<file path="config.mk">
export PLATFORM = sky130hd
export DESIGN_NAME = tcad_decoder
export DESIGN_NICKNAME = d
export VERILOG_FILES = /design/src/hdl/tcad_pkg.sv /design/src/hdl/tcad_stream_if.sv /design/src/hdl/tcad_fifo.sv /design/src/hdl/tcad_decoder.sv
export SDC_FILE = /design/constraint.sdc
export NUM_CORES = 1
export LEC_CHECK = 0
export BUFFER_PORTS_ARGS = -buffer_cell sky130_fd_sc_hd__buf_2
export CORE_MARGIN = 4
export CORE_UTILIZATION = 55
export CTS_BUF_LIST = sky130_fd_sc_hd__clkbuf_8
export DETAILED_ROUTE_END_ITERATION = 10
export PLACE_DENSITY = 0.74
export SYNTH_ARGS = -nofsm -noshare
export SYNTH_HDL_FRONTEND = slang
export SYNTH_SLANG_ARGS = --single-unit
</file>
<file path="constraint.sdc">
create_clock -name aclk -period 9 [get_ports aclk]
set_clock_uncertainty 0.1 [all_clocks]
set_input_delay 2.7 -clock aclk [delete_from_list [all_inputs] [get_ports aclk]]
set_output_delay 2.7 -clock aclk [all_outputs]
set_load 0.01 [all_outputs]
</file>
<file path="src/hdl/tcad_pkg.sv">
/*
 * constants for the transmit command word A decoder: field positions,
 * end alignment codes, register map and reset values.
 * assumes: 32-bit command and data words, 32-bit axi4-lite register bus.
 */
package tcad_pkg;

    // command word a fields
    localparam int unsigned CMDA_IRQ_BIT      = 31;
    localparam int unsigned CMDA_RSV_HI_MSB   = 30;
    localparam int unsigned CMDA_RSV_HI_LSB   = 26;
    localparam int unsigned CMDA_ALIGN_MSB    = 25;
    localparam int unsigned CMDA_ALIGN_LSB    = 24;
    localparam int unsigned CMDA_RSV_LO_MSB   = 23;
    localparam int unsigned CMDA_RSV_LO_LSB   = 21;
    localparam int unsigned CMDA_OFFSET_MSB   = 20;
    localparam int unsigned CMDA_OFFSET_LSB   = 16;
    localparam int unsigned CMDA_FIRST_BIT    = 13;
    localparam int unsigned CMDA_LAST_BIT     = 12;
    localparam int unsigned CMDA_SIZE_MSB     = 10;
    localparam int unsigned CMDA_SIZE_LSB     = 0;

    // end alignment codes and the doubleword mask each non-reserved code implies
    localparam logic [1:0]  ALIGN_4B          = 2'h0;
    localparam logic [1:0]  ALIGN_16B         = 2'h1;
    localparam logic [1:0]  ALIGN_32B         = 2'h2;
    localparam logic [1:0]  ALIGN_RSV         = 2'h3;
    localparam logic [11:0] MASK_4B           = 12'h000;
    localparam logic [11:0] MASK_16B          = 12'h003;
    localparam logic [11:0] MASK_32B          = 12'h007;

    // register map, byte addresses
    localparam logic [7:0]  REG_CTRL          = 8'h00;
    localparam logic [7:0]  REG_STATUS        = 8'h04;
    localparam logic [7:0]  REG_LAST_CMDA     = 8'h08;
    localparam logic [7:0]  REG_BUF_COUNT     = 8'h0c;

    // register bits
    localparam int unsigned CTRL_DONE_IRQ_EN  = 0;
    localparam int unsigned STAT_DONE         = 0;
    localparam int unsigned STAT_BAD_ALIGN    = 1;
    localparam int unsigned STAT_BAD_RSV      = 2;
    localparam int unsigned STAT_BUSY         = 3;

    localparam logic        CTRL_RESET        = 1'b0;
    localparam logic [1:0]  RESP_OKAY         = 2'h0;
    localparam logic [1:0]  RESP_SLVERR       = 2'h2;

    // fifo payload layout: data, lane enables, first/last segment, buffer end
    localparam int unsigned PAY_W             = 39;

    typedef enum logic [1:0] {
        TCAD_S_CMDA = 2'b00,
        TCAD_S_CMDB = 2'b01,
        TCAD_S_DATA = 2'b11
    } tcad_state_t;

endpackage

</file>
<file path="src/hdl/tcad_stream_if.sv">
/*
 * valid/ready word stream between the decoder and its output fifo.
 * assumes: one clock; a word moves when valid and ready are both high.
 */
`timescale 1ns/1ps
`default_nettype none

interface tcad_stream_if #(
    parameter int unsigned W = 39
);
    logic         valid;
    logic         ready;
    logic [W-1:0] data;

    modport src (output valid, output data, input ready);
    modport snk (input valid, input data, output ready);
endinterface

`default_nettype wire

</file>
<file path="src/hdl/tcad_fifo.sv">
/*
 * small synchronous fifo with valid/ready on both sides.
 * assumes: single clock, synchronous active-low reset, depth a power of two.
 */
`timescale 1ns/1ps
`default_nettype none

module tcad_fifo #(
    parameter int unsigned W     = 39,
    parameter int unsigned DEPTH = 4
) (
    input  wire logic   aclk,
    input  wire logic   aresetn,
    tcad_stream_if.snk  wr,
    tcad_stream_if.src  rd
);
    localparam int unsigned AW = $clog2(DEPTH);

    logic [W-1:0] mem_r [DEPTH];
    logic [AW-1:0] wp_r, wp_nxt, rp_r, rp_nxt;
    logic [AW:0]   cnt_r, cnt_nxt;
    logic          push, pop;

    // ready only while a slot is free, so the writer really stalls when full
    assign wr.ready = (cnt_r != (AW+1)'(DEPTH));
    assign rd.valid = (cnt_r != '0);
    assign rd.data  = mem_r[rp_r];
    assign push     = wr.valid && wr.ready;
    assign pop      = rd.valid && rd.ready;

    // pointer and occupancy next values
    always_comb begin
        wp_nxt  = push ? AW'(wp_r + 1'b1) : wp_r;
        rp_nxt  = pop  ? AW'(rp_r + 1'b1) : rp_r;
        cnt_nxt = cnt_r;
        if (push && !pop) begin
            cnt_nxt = (AW+1)'(cnt_r + 1'b1);
        end else if (pop && !push) begin
            cnt_nxt = (AW+1)'(cnt_r - 1'b1);
        end
    end

    always_ff @(posedge aclk) begin
        if (!aresetn) begin
            wp_r  <= '0;
            rp_r  <= '0;
            cnt_r <= '0;
        end else begin
            wp_r  <= wp_nxt;
            rp_r  <= rp_nxt;
            cnt_r <= cnt_nxt;
        end
    end

    // storage needs no reset; empty slots are never shown
    always_ff @(posedge aclk) begin
        if (push) begin
            mem_r[wp_r] <= wr.data;
        end
    end
endmodule

`default_nettype wire

</file>
<file path="src/hdl/tcad_decoder.sv">
/*
 * transmit command word a decoder: takes command words a and b and the
 * buffer data from the host stream, skips start offset bytes, drops the
 * end alignment filler and hands payload words with lane enables to a fifo.
 * assumes: host keeps its own rules on the stream; axi4-lite master on the
 * register port; the consumer drains the fifo through m_* ports.
 */
`timescale 1ns/1ps
`default_nettype none

module tcad_decoder
    import tcad_pkg::*;
#(
    parameter int unsigned FIFO_DEPTH = 4
) (
    input  wire logic        aclk,
    input  wire logic        aresetn,
    input  wire logic [7:0]  s_axi_awaddr,
    input  wire logic        s_axi_awvalid,
    output logic             s_axi_awready,
    input  wire logic [31:0] s_axi_wdata,
    input  wire logic [3:0]  s_axi_wstrb,
    input  wire logic        s_axi_wvalid,
    output logic             s_axi_wready,
    output logic [1:0]       s_axi_bresp,
    output logic             s_axi_bvalid,
    input  wire logic        s_axi_bready,
    input  wire logic [7:0]  s_axi_araddr,
    input  wire logic        s_axi_arvalid,
    output logic             s_axi_arready,
    output logic [31:0]      s_axi_rdata,
    output logic [1:0]       s_axi_rresp,
    output logic             s_axi_rvalid,
    input  wire logic        s_axi_rready,
    input  wire logic [31:0] s_in_data,
    input  wire logic        s_in_valid,
    output logic             s_in_ready,
    output logic [31:0]      m_out_data,
    output logic [3:0]       m_out_lanes,
    output logic             m_out_first_seg,
    output logic             m_out_last_seg,
    output logic             m_out_buf_end,
    output logic             m_out_valid,
    input  wire logic        m_out_ready,
    output logic             host_irq
);

    // doubleword mask for an end alignment code
    function automatic logic [11:0] align_mask(input logic [1:0] code);
        unique case (code)
            ALIGN_16B: align_mask = MASK_16B;
            ALIGN_32B: align_mask = MASK_32B;
            default:   align_mask = MASK_4B;    // reserved code falls back to 4-byte
        endcase
    endfunction

    tcad_stream_if #(.W(PAY_W)) to_fifo ();
    tcad_stream_if #(.W(PAY_W)) from_fifo ();

    // decode state
    tcad_state_t st_r, st_nxt;
    logic        irq_req_r, irq_req_nxt;
    logic [1:0]  align_r, align_nxt;
    logic [4:0]  off_r, off_nxt;
    logic        first_r, first_nxt, last_r, last_nxt;
    logic [10:0] size_r, size_nxt;
    logic [11:0] idx_r, idx_nxt, dend_r, dend_nxt, tot_r, tot_nxt;
    logic [31:0] last_cmda_r, last_cmda_nxt;
    logic [31:0] buf_cnt_r, buf_cnt_nxt;
    logic        done_ev, bad_align_ev, bad_rsv_ev;
    logic        is_pay, take, end_of_buf;
    logic [3:0]  lanes;
    logic [1:0]  lo_lane, hi_lane;
    logic [11:0] fill_end;

    // register state
    logic        ctrl_en_r, ctrl_en_nxt;
    logic [2:0]  stat_r, stat_nxt;
    logic        irq_r, irq_nxt;

    // current word is payload: past the skipped words and before filler
    assign is_pay     = (idx_r >= 12'(off_r[4:2])) && (idx_r < dend_r);
    assign lo_lane    = (idx_r == 12'(off_r[4:2])) ? off_r[1:0] : 2'h0;
    assign fill_end   = 12'(off_r) + 12'(size_r) - 12'h001;
    assign hi_lane    = (idx_r == dend_r - 12'h001) ? fill_end[1:0] : 2'h3;
    assign end_of_buf = (idx_r == tot_r - 12'h001);

    // lane enables from first and last lane of this word
    always_comb begin
        for (int i = 0; i < 4; i++) begin
            lanes[i] = (2'(i) >= lo_lane) && (2'(i) <= hi_lane);
        end
    end

    // non-payload words are swallowed at once; payload waits for fifo room
    assign s_in_ready    = (st_r != TCAD_S_DATA) || !is_pay || to_fifo.ready;
    assign take          = s_in_valid && s_in_ready;
    assign to_fifo.valid = (st_r == TCAD_S_DATA) && is_pay && s_in_valid;
    assign to_fifo.data  = {s_in_data, lanes, first_r, last_r, end_of_buf};

    // decode next values
    always_comb begin
        st_nxt        = st_r;
        irq_req_nxt   = irq_req_r;
        align_nxt     = align_r;
        off_nxt       = off_r;
        first_nxt     = first_r;
        last_nxt      = last_r;
        size_nxt      = size_r;
        idx_nxt       = idx_r;
        dend_nxt      = dend_r;
        tot_nxt       = tot_r;
        last_cmda_nxt = last_cmda_r;
        buf_cnt_nxt   = buf_cnt_r;
        done_ev       = 1'b0;
        bad_align_ev  = 1'b0;
        bad_rsv_ev    = 1'b0;
        unique case (st_r)
            TCAD_S_CMDA: begin
                if (take) begin
                    irq_req_nxt   = s_in_data[CMDA_IRQ_BIT];
                    align_nxt     = s_in_data[CMDA_ALIGN_MSB:CMDA_ALIGN_LSB];
                    off_nxt       = s_in_data[CMDA_OFFSET_MSB:CMDA_OFFSET_LSB];
                    first_nxt     = s_in_data[CMDA_FIRST_BIT];
                    last_nxt      = s_in_data[CMDA_LAST_BIT];
                    size_nxt      = s_in_data[CMDA_SIZE_MSB:CMDA_SIZE_LSB];
                    last_cmda_nxt = s_in_data;
                    bad_align_ev  = (s_in_data[CMDA_ALIGN_MSB:CMDA_ALIGN_LSB]
                                     == ALIGN_RSV);
                    bad_rsv_ev    = (s_in_data[CMDA_RSV_HI_MSB:CMDA_RSV_HI_LSB] != '0)
                                 || (s_in_data[CMDA_RSV_LO_MSB:CMDA_RSV_LO_LSB] != '0);
                    st_nxt        = TCAD_S_CMDB;
                end
            end
            TCAD_S_CMDB: begin
                // word b is left to the packet checker; only lengths are set up
                if (take) begin
                    dend_nxt = 12'((12'(off_r) + 12'(size_r) + 12'h003) >> 2);
                    tot_nxt  = (dend_nxt + align_mask(align_r))
                             & ~align_mask(align_r);
                    idx_nxt  = '0;
                    if (tot_nxt == '0) begin
                        // empty buffer with no offset: nothing follows the commands
                        st_nxt      = TCAD_S_CMDA;
                        done_ev     = irq_req_r;
                        buf_cnt_nxt = buf_cnt_r + 32'h1;
                    end else begin
                        st_nxt = TCAD_S_DATA;
                    end
                end
            end
            TCAD_S_DATA: begin
                if (take) begin
                    idx_nxt = 12'(idx_r + 12'h001);
                    if (end_of_buf) begin
                        // flag only after the last word, filler included, is in
                        st_nxt      = TCAD_S_CMDA;
                        done_ev     = irq_req_r;
                        buf_cnt_nxt = buf_cnt_r + 32'h1;
                    end
                end
            end
            default: begin
                st_nxt = TCAD_S_CMDA;
            end
        endcase
    end

    always_ff @(posedge aclk) begin
        if (!aresetn) begin
            st_r        <= TCAD_S_CMDA;
            irq_req_r   <= 1'b0;
            align_r     <= ALIGN_4B;
            off_r       <= '0;
            first_r     <= 1'b0;
            last_r      <= 1'b0;
            size_r      <= '0;
            idx_r       <= '0;
            dend_r      <= '0;
            tot_r       <= '0;
            last_cmda_r <= '0;
            buf_cnt_r   <= '0;
        end else begin
            st_r        <= st_nxt;
            irq_req_r   <= irq_req_nxt;
            align_r     <= align_nxt;
            off_r       <= off_nxt;
            first_r     <= first_nxt;
            last_r      <= last_nxt;
            size_r      <= size_nxt;
            idx_r       <= idx_nxt;
            dend_r      <= dend_nxt;
            tot_r       <= tot_nxt;
            last_cmda_r <= last_cmda_nxt;
            buf_cnt_r   <= buf_cnt_nxt;
        end
    end

    tcad_fifo #(
        .W     (PAY_W),
        .DEPTH (FIFO_DEPTH)
    ) u_fifo (
        .aclk    (aclk),
        .aresetn (aresetn),
        .wr      (to_fifo.snk),
        .rd      (from_fifo.src)
    );

    assign from_fifo.ready = m_out_ready;
    assign m_out_valid     = from_fifo.valid;
    assign m_out_data      = from_fifo.data[38:7];
    assign m_out_lanes     = from_fifo.data[6:3];
    assign m_out_first_seg = from_fifo.data[2];
    assign m_out_last_seg  = from_fifo.data[1];
    assign m_out_buf_end   = from_fifo.data[0];

    // axi4-lite write side: address and data latched in either order
    logic        awr_r, awr_nxt, wr_r, wr_nxt, bv_r, bv_nxt;
    logic        awh_r, awh_nxt, wh_r, wh_nxt;
    logic [7:0]  awa_r, awa_nxt;
    logic [31:0] wd_r, wd_nxt;
    logic [3:0]  ws_r, ws_nxt;
    logic [1:0]  br_r, br_nxt;
    logic        do_wr, w1c_done, w1c_align, w1c_rsv;

    assign do_wr     = awh_r && wh_r && !bv_r;
    assign w1c_done  = do_wr && (awa_r == REG_STATUS) && ws_r[0] && wd_r[STAT_DONE];
    assign w1c_align = do_wr && (awa_r == REG_STATUS) && ws_r[0] && wd_r[STAT_BAD_ALIGN];
    assign w1c_rsv   = do_wr && (awa_r == REG_STATUS) && ws_r[0] && wd_r[STAT_BAD_RSV];

    always_comb begin
        awh_nxt     = awh_r;
        wh_nxt      = wh_r;
        awa_nxt     = awa_r;
        wd_nxt      = wd_r;
        ws_nxt      = ws_r;
        bv_nxt      = bv_r;
        br_nxt      = br_r;
        ctrl_en_nxt = ctrl_en_r;
        if (s_axi_awvalid && awr_r) begin
            awh_nxt = 1'b1;
            awa_nxt = s_axi_awaddr;
        end
        if (s_axi_wvalid && wr_r) begin
            wh_nxt = 1'b1;
            wd_nxt = s_axi_wdata;
            ws_nxt = s_axi_wstrb;
        end
        if (do_wr) begin
            awh_nxt = 1'b0;
            wh_nxt  = 1'b0;
            bv_nxt  = 1'b1;
            br_nxt  = RESP_OKAY;
            unique case (awa_r)
                REG_CTRL: begin
                    if (ws_r[0]) begin
                        ctrl_en_nxt = wd_r[CTRL_DONE_IRQ_EN];
                    end
                end
                REG_STATUS, REG_LAST_CMDA, REG_BUF_COUNT: begin
                    br_nxt = RESP_OKAY;
                end
                default: begin
                    br_nxt = RESP_SLVERR;
                end
            endcase
        end
        if (bv_r && s_axi_bready) begin
            bv_nxt = 1'b0;
        end
        awr_nxt = !awh_nxt && !bv_nxt;
        wr_nxt  = !wh_nxt && !bv_nxt;
        // sticky flags: a new event wins over a clear in the same cycle
        stat_nxt[STAT_DONE]      = done_ev || (stat_r[STAT_DONE] && !w1c_done);
        stat_nxt[STAT_BAD_ALIGN] = bad_align_ev || (stat_r[STAT_BAD_ALIGN] && !w1c_align);
        stat_nxt[STAT_BAD_RSV]   = bad_rsv_ev || (stat_r[STAT_BAD_RSV] && !w1c_rsv);
        irq_nxt = stat_nxt[STAT_DONE] && ctrl_en_nxt;
    end

    always_ff @(posedge aclk) begin
        if (!aresetn) begin
            awr_r     <= 1'b0;
            wr_r      <= 1'b0;
            awh_r     <= 1'b0;
            wh_r      <= 1'b0;
            awa_r     <= '0;
            wd_r      <= '0;
            ws_r      <= '0;
            bv_r      <= 1'b0;
            br_r      <= RESP_OKAY;
            ctrl_en_r <= CTRL_RESET;
            stat_r    <= '0;
            irq_r     <= 1'b0;
        end else begin
            awr_r     <= awr_nxt;
            wr_r      <= wr_nxt;
            awh_r     <= awh_nxt;
            wh_r      <= wh_nxt;
            awa_r     <= awa_nxt;
            wd_r      <= wd_nxt;
            ws_r      <= ws_nxt;
            bv_r      <= bv_nxt;
            br_r      <= br_nxt;
            ctrl_en_r <= ctrl_en_nxt;
            stat_r    <= stat_nxt;
            irq_r     <= irq_nxt;
        end
    end

    assign s_axi_awready = awr_r;
    assign s_axi_wready  = wr_r;
    assign s_axi_bvalid  = bv_r;
    assign s_axi_bresp   = br_r;
    assign host_irq      = irq_r;

    // axi4-lite read side: one outstanding read, data registered
    logic        arr_r, arr_nxt, rv_r, rv_nxt;
    logic [31:0] rd_r, rd_nxt;
    logic [1:0]  rr_r, rr_nxt;

    always_comb begin
        rv_nxt  = rv_r;
        rd_nxt  = rd_r;
        rr_nxt  = rr_r;
        if (s_axi_arvalid && arr_r) begin
            rv_nxt = 1'b1;
            rr_nxt = RESP_OKAY;
            unique case (s_axi_araddr)
                REG_CTRL:      rd_nxt = {31'h0, ctrl_en_r};
                REG_STATUS:    rd_nxt = {28'h0, st_r != TCAD_S_CMDA, stat_r};
                REG_LAST_CMDA: rd_nxt = last_cmda_r;
                REG_BUF_COUNT: rd_nxt = buf_cnt_r;
                default: begin
                    rd_nxt = '0;
                    rr_nxt = RESP_SLVERR;
                end
            endcase
        end else if (rv_r && s_axi_rready) begin
            rv_nxt = 1'b0;
        end
        arr_nxt = !rv_nxt;
    end

    always_ff @(posedge aclk) begin
        if (!aresetn) begin
            arr_r <= 1'b0;
            rv_r  <= 1'b0;
            rd_r  <= '0;
            rr_r  <= RESP_OKAY;
        end else begin
            arr_r <= arr_nxt;
            rv_r  <= rv_nxt;
            rd_r  <= rd_nxt;
            rr_r  <= rr_nxt;
        end
    end

    assign s_axi_arready = arr_r;
    assign s_axi_rvalid  = rv_r;
    assign s_axi_rdata   = rd_r;
    assign s_axi_rresp   = rr_r;

endmodule

`default_nettype wire

</file>
[After elaboration in Yosys (flattened, before gate mapping)]
Memory sizes are Yosys's and may differ from the RTL's. A register that Yosys moved wholly into a read port is not among the register bits.
Index checks and enable logic that the tools add are counted.
Widths: inputs -> output; s select.
Storage, ports and cells
  bits in registers: 188
  memories: 1
  bits of input ports: 93
  RAM bits: 156
  output and inout port bits: 83
  word-level logic and storage cells: 189
Memories
  u_fifo.mem_r: depth 4, width 39, read ports 1, clocked after Yosys merged registers in 1, write ports 1, RTL line tcad_fifo.sv:19  | logic [W-1:0] mem_r [DEPTH];
Cells by class
  add/subtract/negate cells: 12
  bitwise logic cells: 2
  magnitude comparators: 10
  mux-type cells: 48
  eq/ne operators: 21
  reductions and logical operators: 64
Operators with widths (count)
  $mux 32: 4
  $pmux 32 s4: 1
  $pmux 32 s2: 1
  $mux 12: 4
  $add 32x1->32 const B: 1
  $eq 8x4->1 const B: 4
  $logic_and 1x1->1: 30
  $eq 12x12->1: 2
  $pmux 12 s2: 1
  $mux 2: 11
  $mux 1: 21
  $eq 8x3->1 const B: 2
  $logic_not 8->1: 2
  $add 10x12->12: 1
  $add 12x1->12 const B: 1
  $add 12x2->12 const B: 1
  $add 5x11->12: 1
  $and 12x12->12: 1
  $eq 12x3->1: 1
  $ge 12x3->1: 1
  $logic_not 12->1: 1
  $lt 12x10->1: 1
  $ne 2x2->1 const B: 6
  $not 12->12: 1
  28 further kinds: 57

[Longest topological paths before layout]
Gate-level depths: netlist of the first run.
  depth in word-level cells: 16
  gate-level depth with buffers: 22
  depth with buffers taken out: 18

[By module]
Synthesis of the first run repeated with hierarchy kept, for this count alone.
Unflattened totals
  cells, all modules: 1357
  area, all modules: 14854.2 um^2
Modules (own cells, without submodules)
  tcad_decoder: instances 1, cells an instance 1106, area each 8757.1 um^2, sequential area each 3143.0 um^2
  tcad_fifo: instances 1, cells an instance 251, area each 6097.1 um^2, sequential area each 4864.7 um^2

[Worst setup path before layout of the first run]
OpenSTA, ideal clock, no wires.
  path type: input port to flip-flop
  from: input port s_in_valid
  to: memory u_fifo.mem_r[0][0], enable pin
  data arrival time: 4.310 ns
  path slack: 4.190 ns
  stages on the path: 3
  cells stage by stage: nand2_1 > nor3b_1 > and2_1
On the way
  longest elaborated chain between the ends: 4
RTL lines
  start: declaration: RTL line tcad_decoder.sv:36  | input wire logic s_in_valid,
  $logic_and 1x1->1: RTL line tcad_decoder.sv:98  | assign to_fifo.valid = (st_r == TCAD_S_DATA) && is_pay && s_in_valid;
  $logic_and 1x1->1: RTL line tcad_fifo.sv:28  | assign push = wr.valid && wr.ready;
  net u_fifo.push: RTL line tcad_fifo.sv:22  | logic push, pop;
  $mux 1: RTL line tcad_fifo.sv:57  | if (push) begin
  $mux 1 (not written as such): RTL line tcad_fifo.sv:58  | mem_r[wp_r] <= wr.data;
  end: declaration: RTL line tcad_fifo.sv:19
The timed path passes the listed nets, and every way through them passes these cells.

[Worst setup path in the final report of the first run]
  from: register off_r[0]
  to: register irq_r (netlist: host_irq)
On the way
  longest elaborated chain between the ends: 10
RTL lines
  start: declaration: RTL line tcad_decoder.sv:64  | logic [4:0] off_r, off_nxt;
  start signal: assignment: RTL line tcad_decoder.sv:187  | off_r <= off_nxt;
  $add 5x11->12: RTL line tcad_decoder.sv:138  | dend_nxt = 12'((12'(off_r) + 12'(size_r) + 12'h003) >> 2);
  $add 12x2->12: RTL line tcad_decoder.sv:138
  $add 10x12->12: RTL line tcad_decoder.sv:139  | tot_nxt = (dend_nxt + align_mask(align_r))
  $and 12x12->12: RTL line tcad_decoder.sv:140  | & ~align_mask(align_r);
  $logic_not 12->1: RTL line tcad_decoder.sv:142  | if (tot_nxt == '0) begin
  $mux 1: RTL line tcad_decoder.sv:142
  $mux 1: RTL line tcad_decoder.sv:137  | if (take) begin
  $pmux 1 s2: RTL line tcad_decoder.sv:118  | unique case (st_r)
  $logic_or 1x1->1: RTL line tcad_decoder.sv:274  | stat_nxt[STAT_DONE] = done_ev || (stat_r[STAT_DONE] && !w1c_done);
  $logic_and 1x1->1: RTL line tcad_decoder.sv:277  | irq_nxt = stat_nxt[STAT_DONE] && ctrl_en_nxt;
  end signal: assignment: RTL line tcad_decoder.sv:306  | irq_r <= irq_nxt;
  end: declaration: RTL line tcad_decoder.sv:79  | logic irq_r, irq_nxt;
No other way between the ends.
A chain may end at the register's enable or synchronous reset.

==> metrics, run 1 <==
critical path class=flip-flop to flip-flop; Synth Warn #=0; CTS Buffer Depth=3; number of routed nets with antenna violations=0; Crit Path Max Fanout=56; CTS sink cnt=322; initial antenna violation count=0; max-slew violations=0; final hold vios=0; maxcap violations=0; Max Freq=0.1779 GHz; Worst-path clk slew=0.06 ns; IR drop worst, VDD=about 0.00012 V; CTS resizes=0; fraction of layout cells with a size suffix above 1=about a fifth; Post-Syn Area=approximately 15000 sq um; Placer Congestion=0.8769; first-pass GRT wire length=54920 um; largest net degree at the start of global routing=104; Ports=roughly 180; Pwr Density=200.8 nW/um^2; P&R area growth vs syn=12.43%; gr busiest metal=met2; CP Launch Type=flip-flop; register area share after synthesis=52.85%; post-synthesis async set-or-reset flop share=0%; worst slew pin tran=1.073 ns; status=finished clean; setup violators final=0; Crit path required time=around 9.4 ns; Die Y=174.0 um; initial drt markers=733; Hold Path Class=flip-flop to flip-flop; Port Buffers=between 100 and 150; Setup TNS Final=0 ns; vias in the first global route=10450; CTS Root Cell=clkbuf_8; FF/Latch Area=8010 sq um; synth unique cells=84; M1 GR Usage=31.34%; slew margin rel.=28.49%; GRT overflow=0; Post-CTS Setup Bufs=0; met3 Track Usage GR=3.741%; ys flop type=dfxtp_1; total global-route track usage=22.09%; die width=about 170 um; hold_ws=between 0.3 and 0.4 ns; Post-route DRC=0; Post-synth EDFFs=about 160; fin crit share=62.47%; Mapped Cells=approximately 1400; Via density=5.861; cts hold-fix bufs=0; die area=30270 sq um; LEAKAGE=6.357 nW; number of fill cells=2150; Initial Util=56.06%; final wirelength=33990 um; fin nets=1598; drt first pass iters=5; CTS tree=yes; CP Data Arrival Time=5.97 ns; Core Footprint=about 27000 sq um; Inserted Clock Buffers=51; # rows=60; via count=10860; diode count=0; wire per inst=18.34 um; htree depth=2; Worst R2R Setup Slack=3.38 ns; post-DP HPWL=23330 um; Yosys reg bits=between 300 and 400; insertion delay to the later sink of the worst-skew pair=0.57 ns; GR Util met2=a little over a third; area used by multi-input combinational logic=6665 sq um; RSZ-0062 raised after global routing=no; CP endpoint kind=flip-flop; Final min period=between 5 and 6 ns; post-synthesis average cell area=roughly 11 sq um
cells in the final DEF, fill, tap and decap left out, drive strengths merged, types with 11 or more instances in the layout:
cell type  count
a21boi        59
a21oi         25
and2          46
and3          18
buf          151
clkbuf        61
clkinv        11
dfxtp        166
edfxtp       156
ha            31
inv           53
mux2i         40
mux4          39
nand2        198
nand2b        29
nand3         44
nand4         18
nor2          44
nor2b         19
nor3          16
nor3b         12
nor4          12
o211ai        11
o21ai         55
o311ai        16
o41ai         17
xnor2         49
xor2          15
cells by family after synthesis:
| logic type | synth area share (%) |
|---|---|
| other cells | 0.02475 |
| simple gates | 16.77 |
| fa+ha+maj | 2.956 |
| compound gates | 11.73 |
| xor+xnor | 3.749 |
| mux | 8.588 |
| buf+inv | 3.328 |
| flops | 52.85 |
stage by stage:
stage                     cell area, sq um  total power (W)  cells  util [%]  setup WS (ns)
after floorplan                      15160         0.002074   1351         -          4.190
after global placement               16010         0.002238   1759     59.25          3.206
after detailed placement             16010         0.002248   1759     59.25          3.099
after CTS                            17040         0.003455   1853     63.03          3.408
after global routing                 17040         0.003593   1853     63.03          2.933
final                                17040         0.003420   1853     63.03          3.377
report_power, final:
part	switching (W)	internal [W]
Combinational	0.000312	0.000278
Sequential	0.0000498	0.00157
Clock	0.000561	0.000647
Total	0.000924	0.00250
worst paths after layout:
check	endpoint	startpoint	depth (start not counted)
worst min register to register	awa_r[1]	awa_r[1]	2
worst max register to register	host_irq	off_r[0]	19
worst max-delay path	host_irq	off_r[0]	19
worst min-delay path	awa_r[1]	awa_r[1]	2
cell usage after synthesis, types with 6 or more instances:
| master | n | area (sq um) |
|---|---|---|
| a21oi_1 | 23 | 115.1 |
| mux4_2 | 39 | 878.3 |
| xor2_1 | 15 | 131.4 |
| nor2b_1 | 19 | 118.9 |
| and2_1 | 45 | 281.5 |
| nor3b_1 | 11 | 82.58 |
| a21boi_0 | 58 | 435.4 |
| inv_1 | 33 | 123.9 |
| buf_6 | 6 | 67.56 |
| or3_1 | 7 | 43.79 |
| nand2b_1 | 29 | 181.4 |
| o211ai_1 | 11 | 82.58 |
| nand4_1 | 17 | 106.4 |
| clkbuf_1 | 64 | 240.2 |
| nor2_1 | 44 | 165.2 |
| a21o_1 | 6 | 45.04 |
| o311ai_1 | 15 | 131.4 |
| dfxtp_1 | 166 | 3323 |
| nor4_1 | 11 | 68.82 |
| mux2i_1 | 40 | 400.4 |
| nand3_1 | 43 | 215.2 |
| or4b_1 | 6 | 60.06 |
| edfxtp_1 | 156 | 4684 |
| o21ai_0 | 53 | 265.3 |
| ha_1 | 31 | 387.9 |
| o211a_1 | 7 | 70.07 |
| and3_1 | 17 | 106.4 |
| o41ai_2 | 12 | 195.2 |
| buf_2 | 7 | 35.03 |
| nor3_1 | 15 | 75.07 |
| nand2_1 | 198 | 743.2 |
| xnor2_1 | 48 | 420.4 |
metal layers:
| metal | vias up | part of all wire [%] |
|---|---|---|
| li1 | 5198 | - |
| met1 | 5288 | 45 |
| met2 | 324 | 47 |
| met3 | 51 | 6.3 |
| met4 | 0 | 1.7 |
| met5 | - | 0 |
worst max-delay path: stages, from the launching register on:
cell and delay, ns:
dfxtp_1 0.49, ha_1 0.26, inv_1 0.06, fa_1 0.42, xnor2_1 0.26, nor2b_1 0.21
and3_1 0.27, xnor2_1 0.21, ha_1 0.35, and3_1 0.22, a221oi_1 0.53, nor2_1 0.11
nand4b_1 0.11, nand3_1 0.09, a311oi_1 0.51, nor3_1 0.19, a41oi_4 0.19, buf_4 0.55
a2bb2oi_1 0.26, nor2b_1 0.08
flip-flops by register name, indices dropped and copies added (netlist names), 4 cells and up, named ones only:
signal and count:
idx_r 12, off_r 4, awa_r 8, buf_cnt_r 32, tot_r 11, s_axi_rdata 32
u_fifo.mem_r 156, size_r 10, dend_r 10, last_cmda_r 16
cell type report:
cell class / instances / share of cell area (%)
Sequential cell: 322 / 47.02
Timing Repair Buffer: 151 / 4.598
Inverter: 34 / 0.7492
Clock buffer: 61 / 4.928
Multi-Input combinational cell: 911 / 39.13
Clock inverter: 33 / 1.072
Tap cell: 341 / 2.505
Power figures use the tool's default switching activity.
==> run 2: changes to the inputs <==
clock period = 5.4 ns   (was 9 ns; I/O delays follow)
==> run 2 against run 1 <==
Compared with the run above: critical path depth unchanged; non-clock buffer count increased by 16; flip-flop and latch count unchanged; worst setup slack got worse by 2.9 ns; register-to-register slack got worse by 2.9 ns; utilization increased by 0.60 points; wire length increased by 0.33%; total power increased by 68%; final cell count increased by 0.92%; first-iteration DRC count increased by 17%; worst hold slack improved by 0.0033 ns; combinational power increased by 64%; critical endpoint unchanged; largest cell class unchanged.
==> metrics, run 2 (synthesis gave the netlist of run 1 again) <==
status=finished clean (unchanged); number of routed nets with antenna violations=0 (unchanged); M1 GR Usage=31.94% (was 31.34%); gr busiest metal=met2 (unchanged); Port Buffers=141 (unchanged); Hold Path Class=flip-flop to flip-flop (unchanged); Slowest cell on crit path=a311oi_1 (was buf_4); commonest non-fill, non-tap cell in the layout=nand2_1 (unchanged); Initial Util=56.06% (unchanged); fraction of layout cells with a size suffix above 1=20.54% (was 19.71%); CP Data Arrival Time=5.31 ns (was 5.97 ns); initial drt markers=861 (was 733); Die Y=174.0 um (unchanged); fin nets=1614 (was 1598); Placer Congestion=0.8664 (was 0.8769); Worst R2R Setup Slack=0.45 ns (was 3.38 ns); max-slew violations=0 (unchanged); die width=174.0 um (unchanged); LEAKAGE=6.465 nW (was 6.357 nW); Post-route DRC=0 (unchanged); CP Launch Type=flip-flop (unchanged); Pwr Density=334.2 nW/um^2 (was 200.8 nW/um^2); vias in the first global route=10480 (was 10450); slew margin rel.=29.74% (was 28.49%); GRT overflow=0 (unchanged); CTS Buffer Depth=3 (unchanged); hold path endpoint=awa_r[4] (was awa_r[1]); R2R Path End=host_irq (unchanged); final hold vios=0 (unchanged); fin crit share=91.76% (was 62.47%); number of fill cells=2120 (was 2150); die area=30270 sq um (unchanged); maxcap violations=0 (unchanged); Max Freq=0.2018 GHz (was 0.1779 GHz); # rows=60 (unchanged); setup violators final=0 (unchanged); Crit path required time=5.75 ns (was 9.35 ns); drt first pass iters=5 (unchanged); final wirelength=34100 um (was 33990 um); R2R depth=19 (unchanged); most flop-heavy register=u_fifo.mem_r (unchanged); reg2reg start=size_r[0] (was off_r[0]); Hold Path Origin=awa_r[4] (was awa_r[1]); post-route worst setup slack=0.4452 ns (was 3.377 ns); met3 Track Usage GR=3.328% (was 3.741%); CTS sink cnt=322 (unchanged); post-DP HPWL=23950 um (was 23330 um); worst hold path depth=2 (unchanged); total global-route track usage=22.28% (was 22.09%); via count=10830 (was 10860); CTS tree=yes (unchanged); Final min period=4.955 ns (was 5.623 ns); Crit Path Max Fanout=56 (unchanged); crit-path cells=ha_1 -> inv_1 -> fa_1 -> xnor2_1 -> nor2b_1 -> and3_1 -> xnor2_1 -> ha_1 -> and3_1 -> a221oi_2 -> nor2_1 -> nand4b_1 -> nand3_1 -> a311oi_1 -> nor3_2 -> a41oi_4 -> buf_12 -> a2bb2oi_1 -> nor2b_1 (was ha_1 -> inv_1 -> fa_1 -> xnor2_1 -> nor2b_1 -> and3_1 -> xnor2_1 -> ha_1 -> and3_1 -> a221oi_1 -> nor2_1 -> nand4b_1 -> nand3_1 -> a311oi_1 -> nor3_1 -> a41oi_4 -> buf_4 -> a2bb2oi_1 -> nor2b_1); post-route cell area=17200 sq um (was 17040 sq um); critical path class=flip-flop to flip-flop (unchanged); IR drop worst, VDD=0.0002076 V (was 0.0001163 V); RSZ-0062 raised after global routing=no (unchanged); total power=0.005747 W (was 0.003420 W); initial antenna violation count=0 (unchanged); Inserted Clock Buffers=51 (unchanged); worst slew pin tran=1.051 ns (was 1.073 ns); Ports=176 (unchanged); largest net degree at the start of global routing=102 (was 104); Setup TNS Final=0 ns (unchanged); Top Family by Delay on Critical Path=compound AO/OA/AOI/OAI gates (unchanged); htree depth=2 (unchanged); slowest cell delay on critical path=0.44 ns (was 0.55 ns); most frequent cells in the layout=198 x nand2_1, 164 x dfxtp_1, 156 x edfxtp_1, 140 x buf_2, 59 x clkbuf_8 (was 198 x nand2_1, 164 x dfxtp_1, 156 x edfxtp_1, 140 x buf_2, 61 x clkbuf_8); insertion delay to the later sink of the worst-skew pair=0.57 ns (about the same); diode count=0 (unchanged); placed cell area=16160 sq um (was 16010 sq um); CTS Root Cell=clkbuf_8 (unchanged); P&R area growth vs syn=13.50% (was 12.43%); crit path buf inv count=2 (unchanged); max reg flops=156 (unchanged); Worst-path clk slew=0.06 ns (about the same); GR Util met2=35.80% (was 35.62%); CP endpoint kind=flip-flop (unchanged); first-pass GRT wire length=55390 um (was 54920 um); Setup WS pre-CTS=0.2982 ns (was 3.099 ns); Via density=5.790 (was 5.861); Core Footprint=27030 sq um (unchanged); wire per inst=18.24 um (was 18.34 um)
run 2: cell types whose count changed in the layout (fill, tap and decap cells not counted), sizes merged:
cell      before  now
buf          151  167
bufinv         1    2
clkbuf        61   59
clkinv        11   13
clkinvlp       2    1
inv           53   54
run 2: cell type report:
type	instances	area, sq um	share of cell area, %
sequential	322	8010	46.58
multi-input combinational	911	6676	38.82
clock inverter	36	216.5	1.259
inverter	34	127.6	0.7421
clock buffer	59	812.0	4.722
timing repair buffer	167	928.4	5.398
tap	341	426.7	2.481
run 2: where the power goes:
group / switching [W] / internal (W) / total (W) / leakage, nW
Clock: 0.000933 / 0.00110 / 0.00203 / 0.598
Sequential: 0.000127 / 0.00262 / 0.00275 / 2.74
Combinational: 0.000486 / 0.000484 / 0.000970 / 3.13
run 2: timing repair:
item | 4_1_cts | 5_1_grt
setup buffers | 0 | 0
setup endpoints to repair | 0 | 34
hold endpoints to repair | 0 | 0
resized for setup | 0 | 2
hold buffers | 0 | 0
run 2: worst max-delay path by stage:
stage                         start       endpoint  depth (start not counted)
after CTS                 size_r[0]  buf_cnt_r[31]                         18
after global placement    size_r[0]  buf_cnt_r[31]                         18
after global routing      size_r[0]       host_irq                         19
after floorplan            off_r[0]  buf_cnt_r[12]                         20
final                     size_r[0]       host_irq                         19
after detailed placement  size_r[0]  buf_cnt_r[31]                         18
run 2: per-layer routing:
layer,share of wire [%],up-vias
met5,0,-
met4,2.1,0
met3,6.2,54
met1,45,5224
li1,-,5231
met2,46,319
run 2: worst min-delay path: cells and delay by family, from the launching register on:
family | cells | cell delay (ns)
flops | 1 | 0.30
compound gates | 1 | 0.07
simple gates | 1 | 0.05
run 2: through the flow:
step / cells / utilization [%] / hold WS [ns]
2_1_floorplan: 1351 / - / 0.3379
5_1_grt: 1870 / 63.63 / 0.3873
3_3_place_gp: 1775 / 59.79 / 0.3507
6_report: 1870 / 63.63 / 0.3652
3_5_place_dp: 1775 / 59.79 / 0.3639
4_1_cts: 1870 / 63.59 / 0.3723
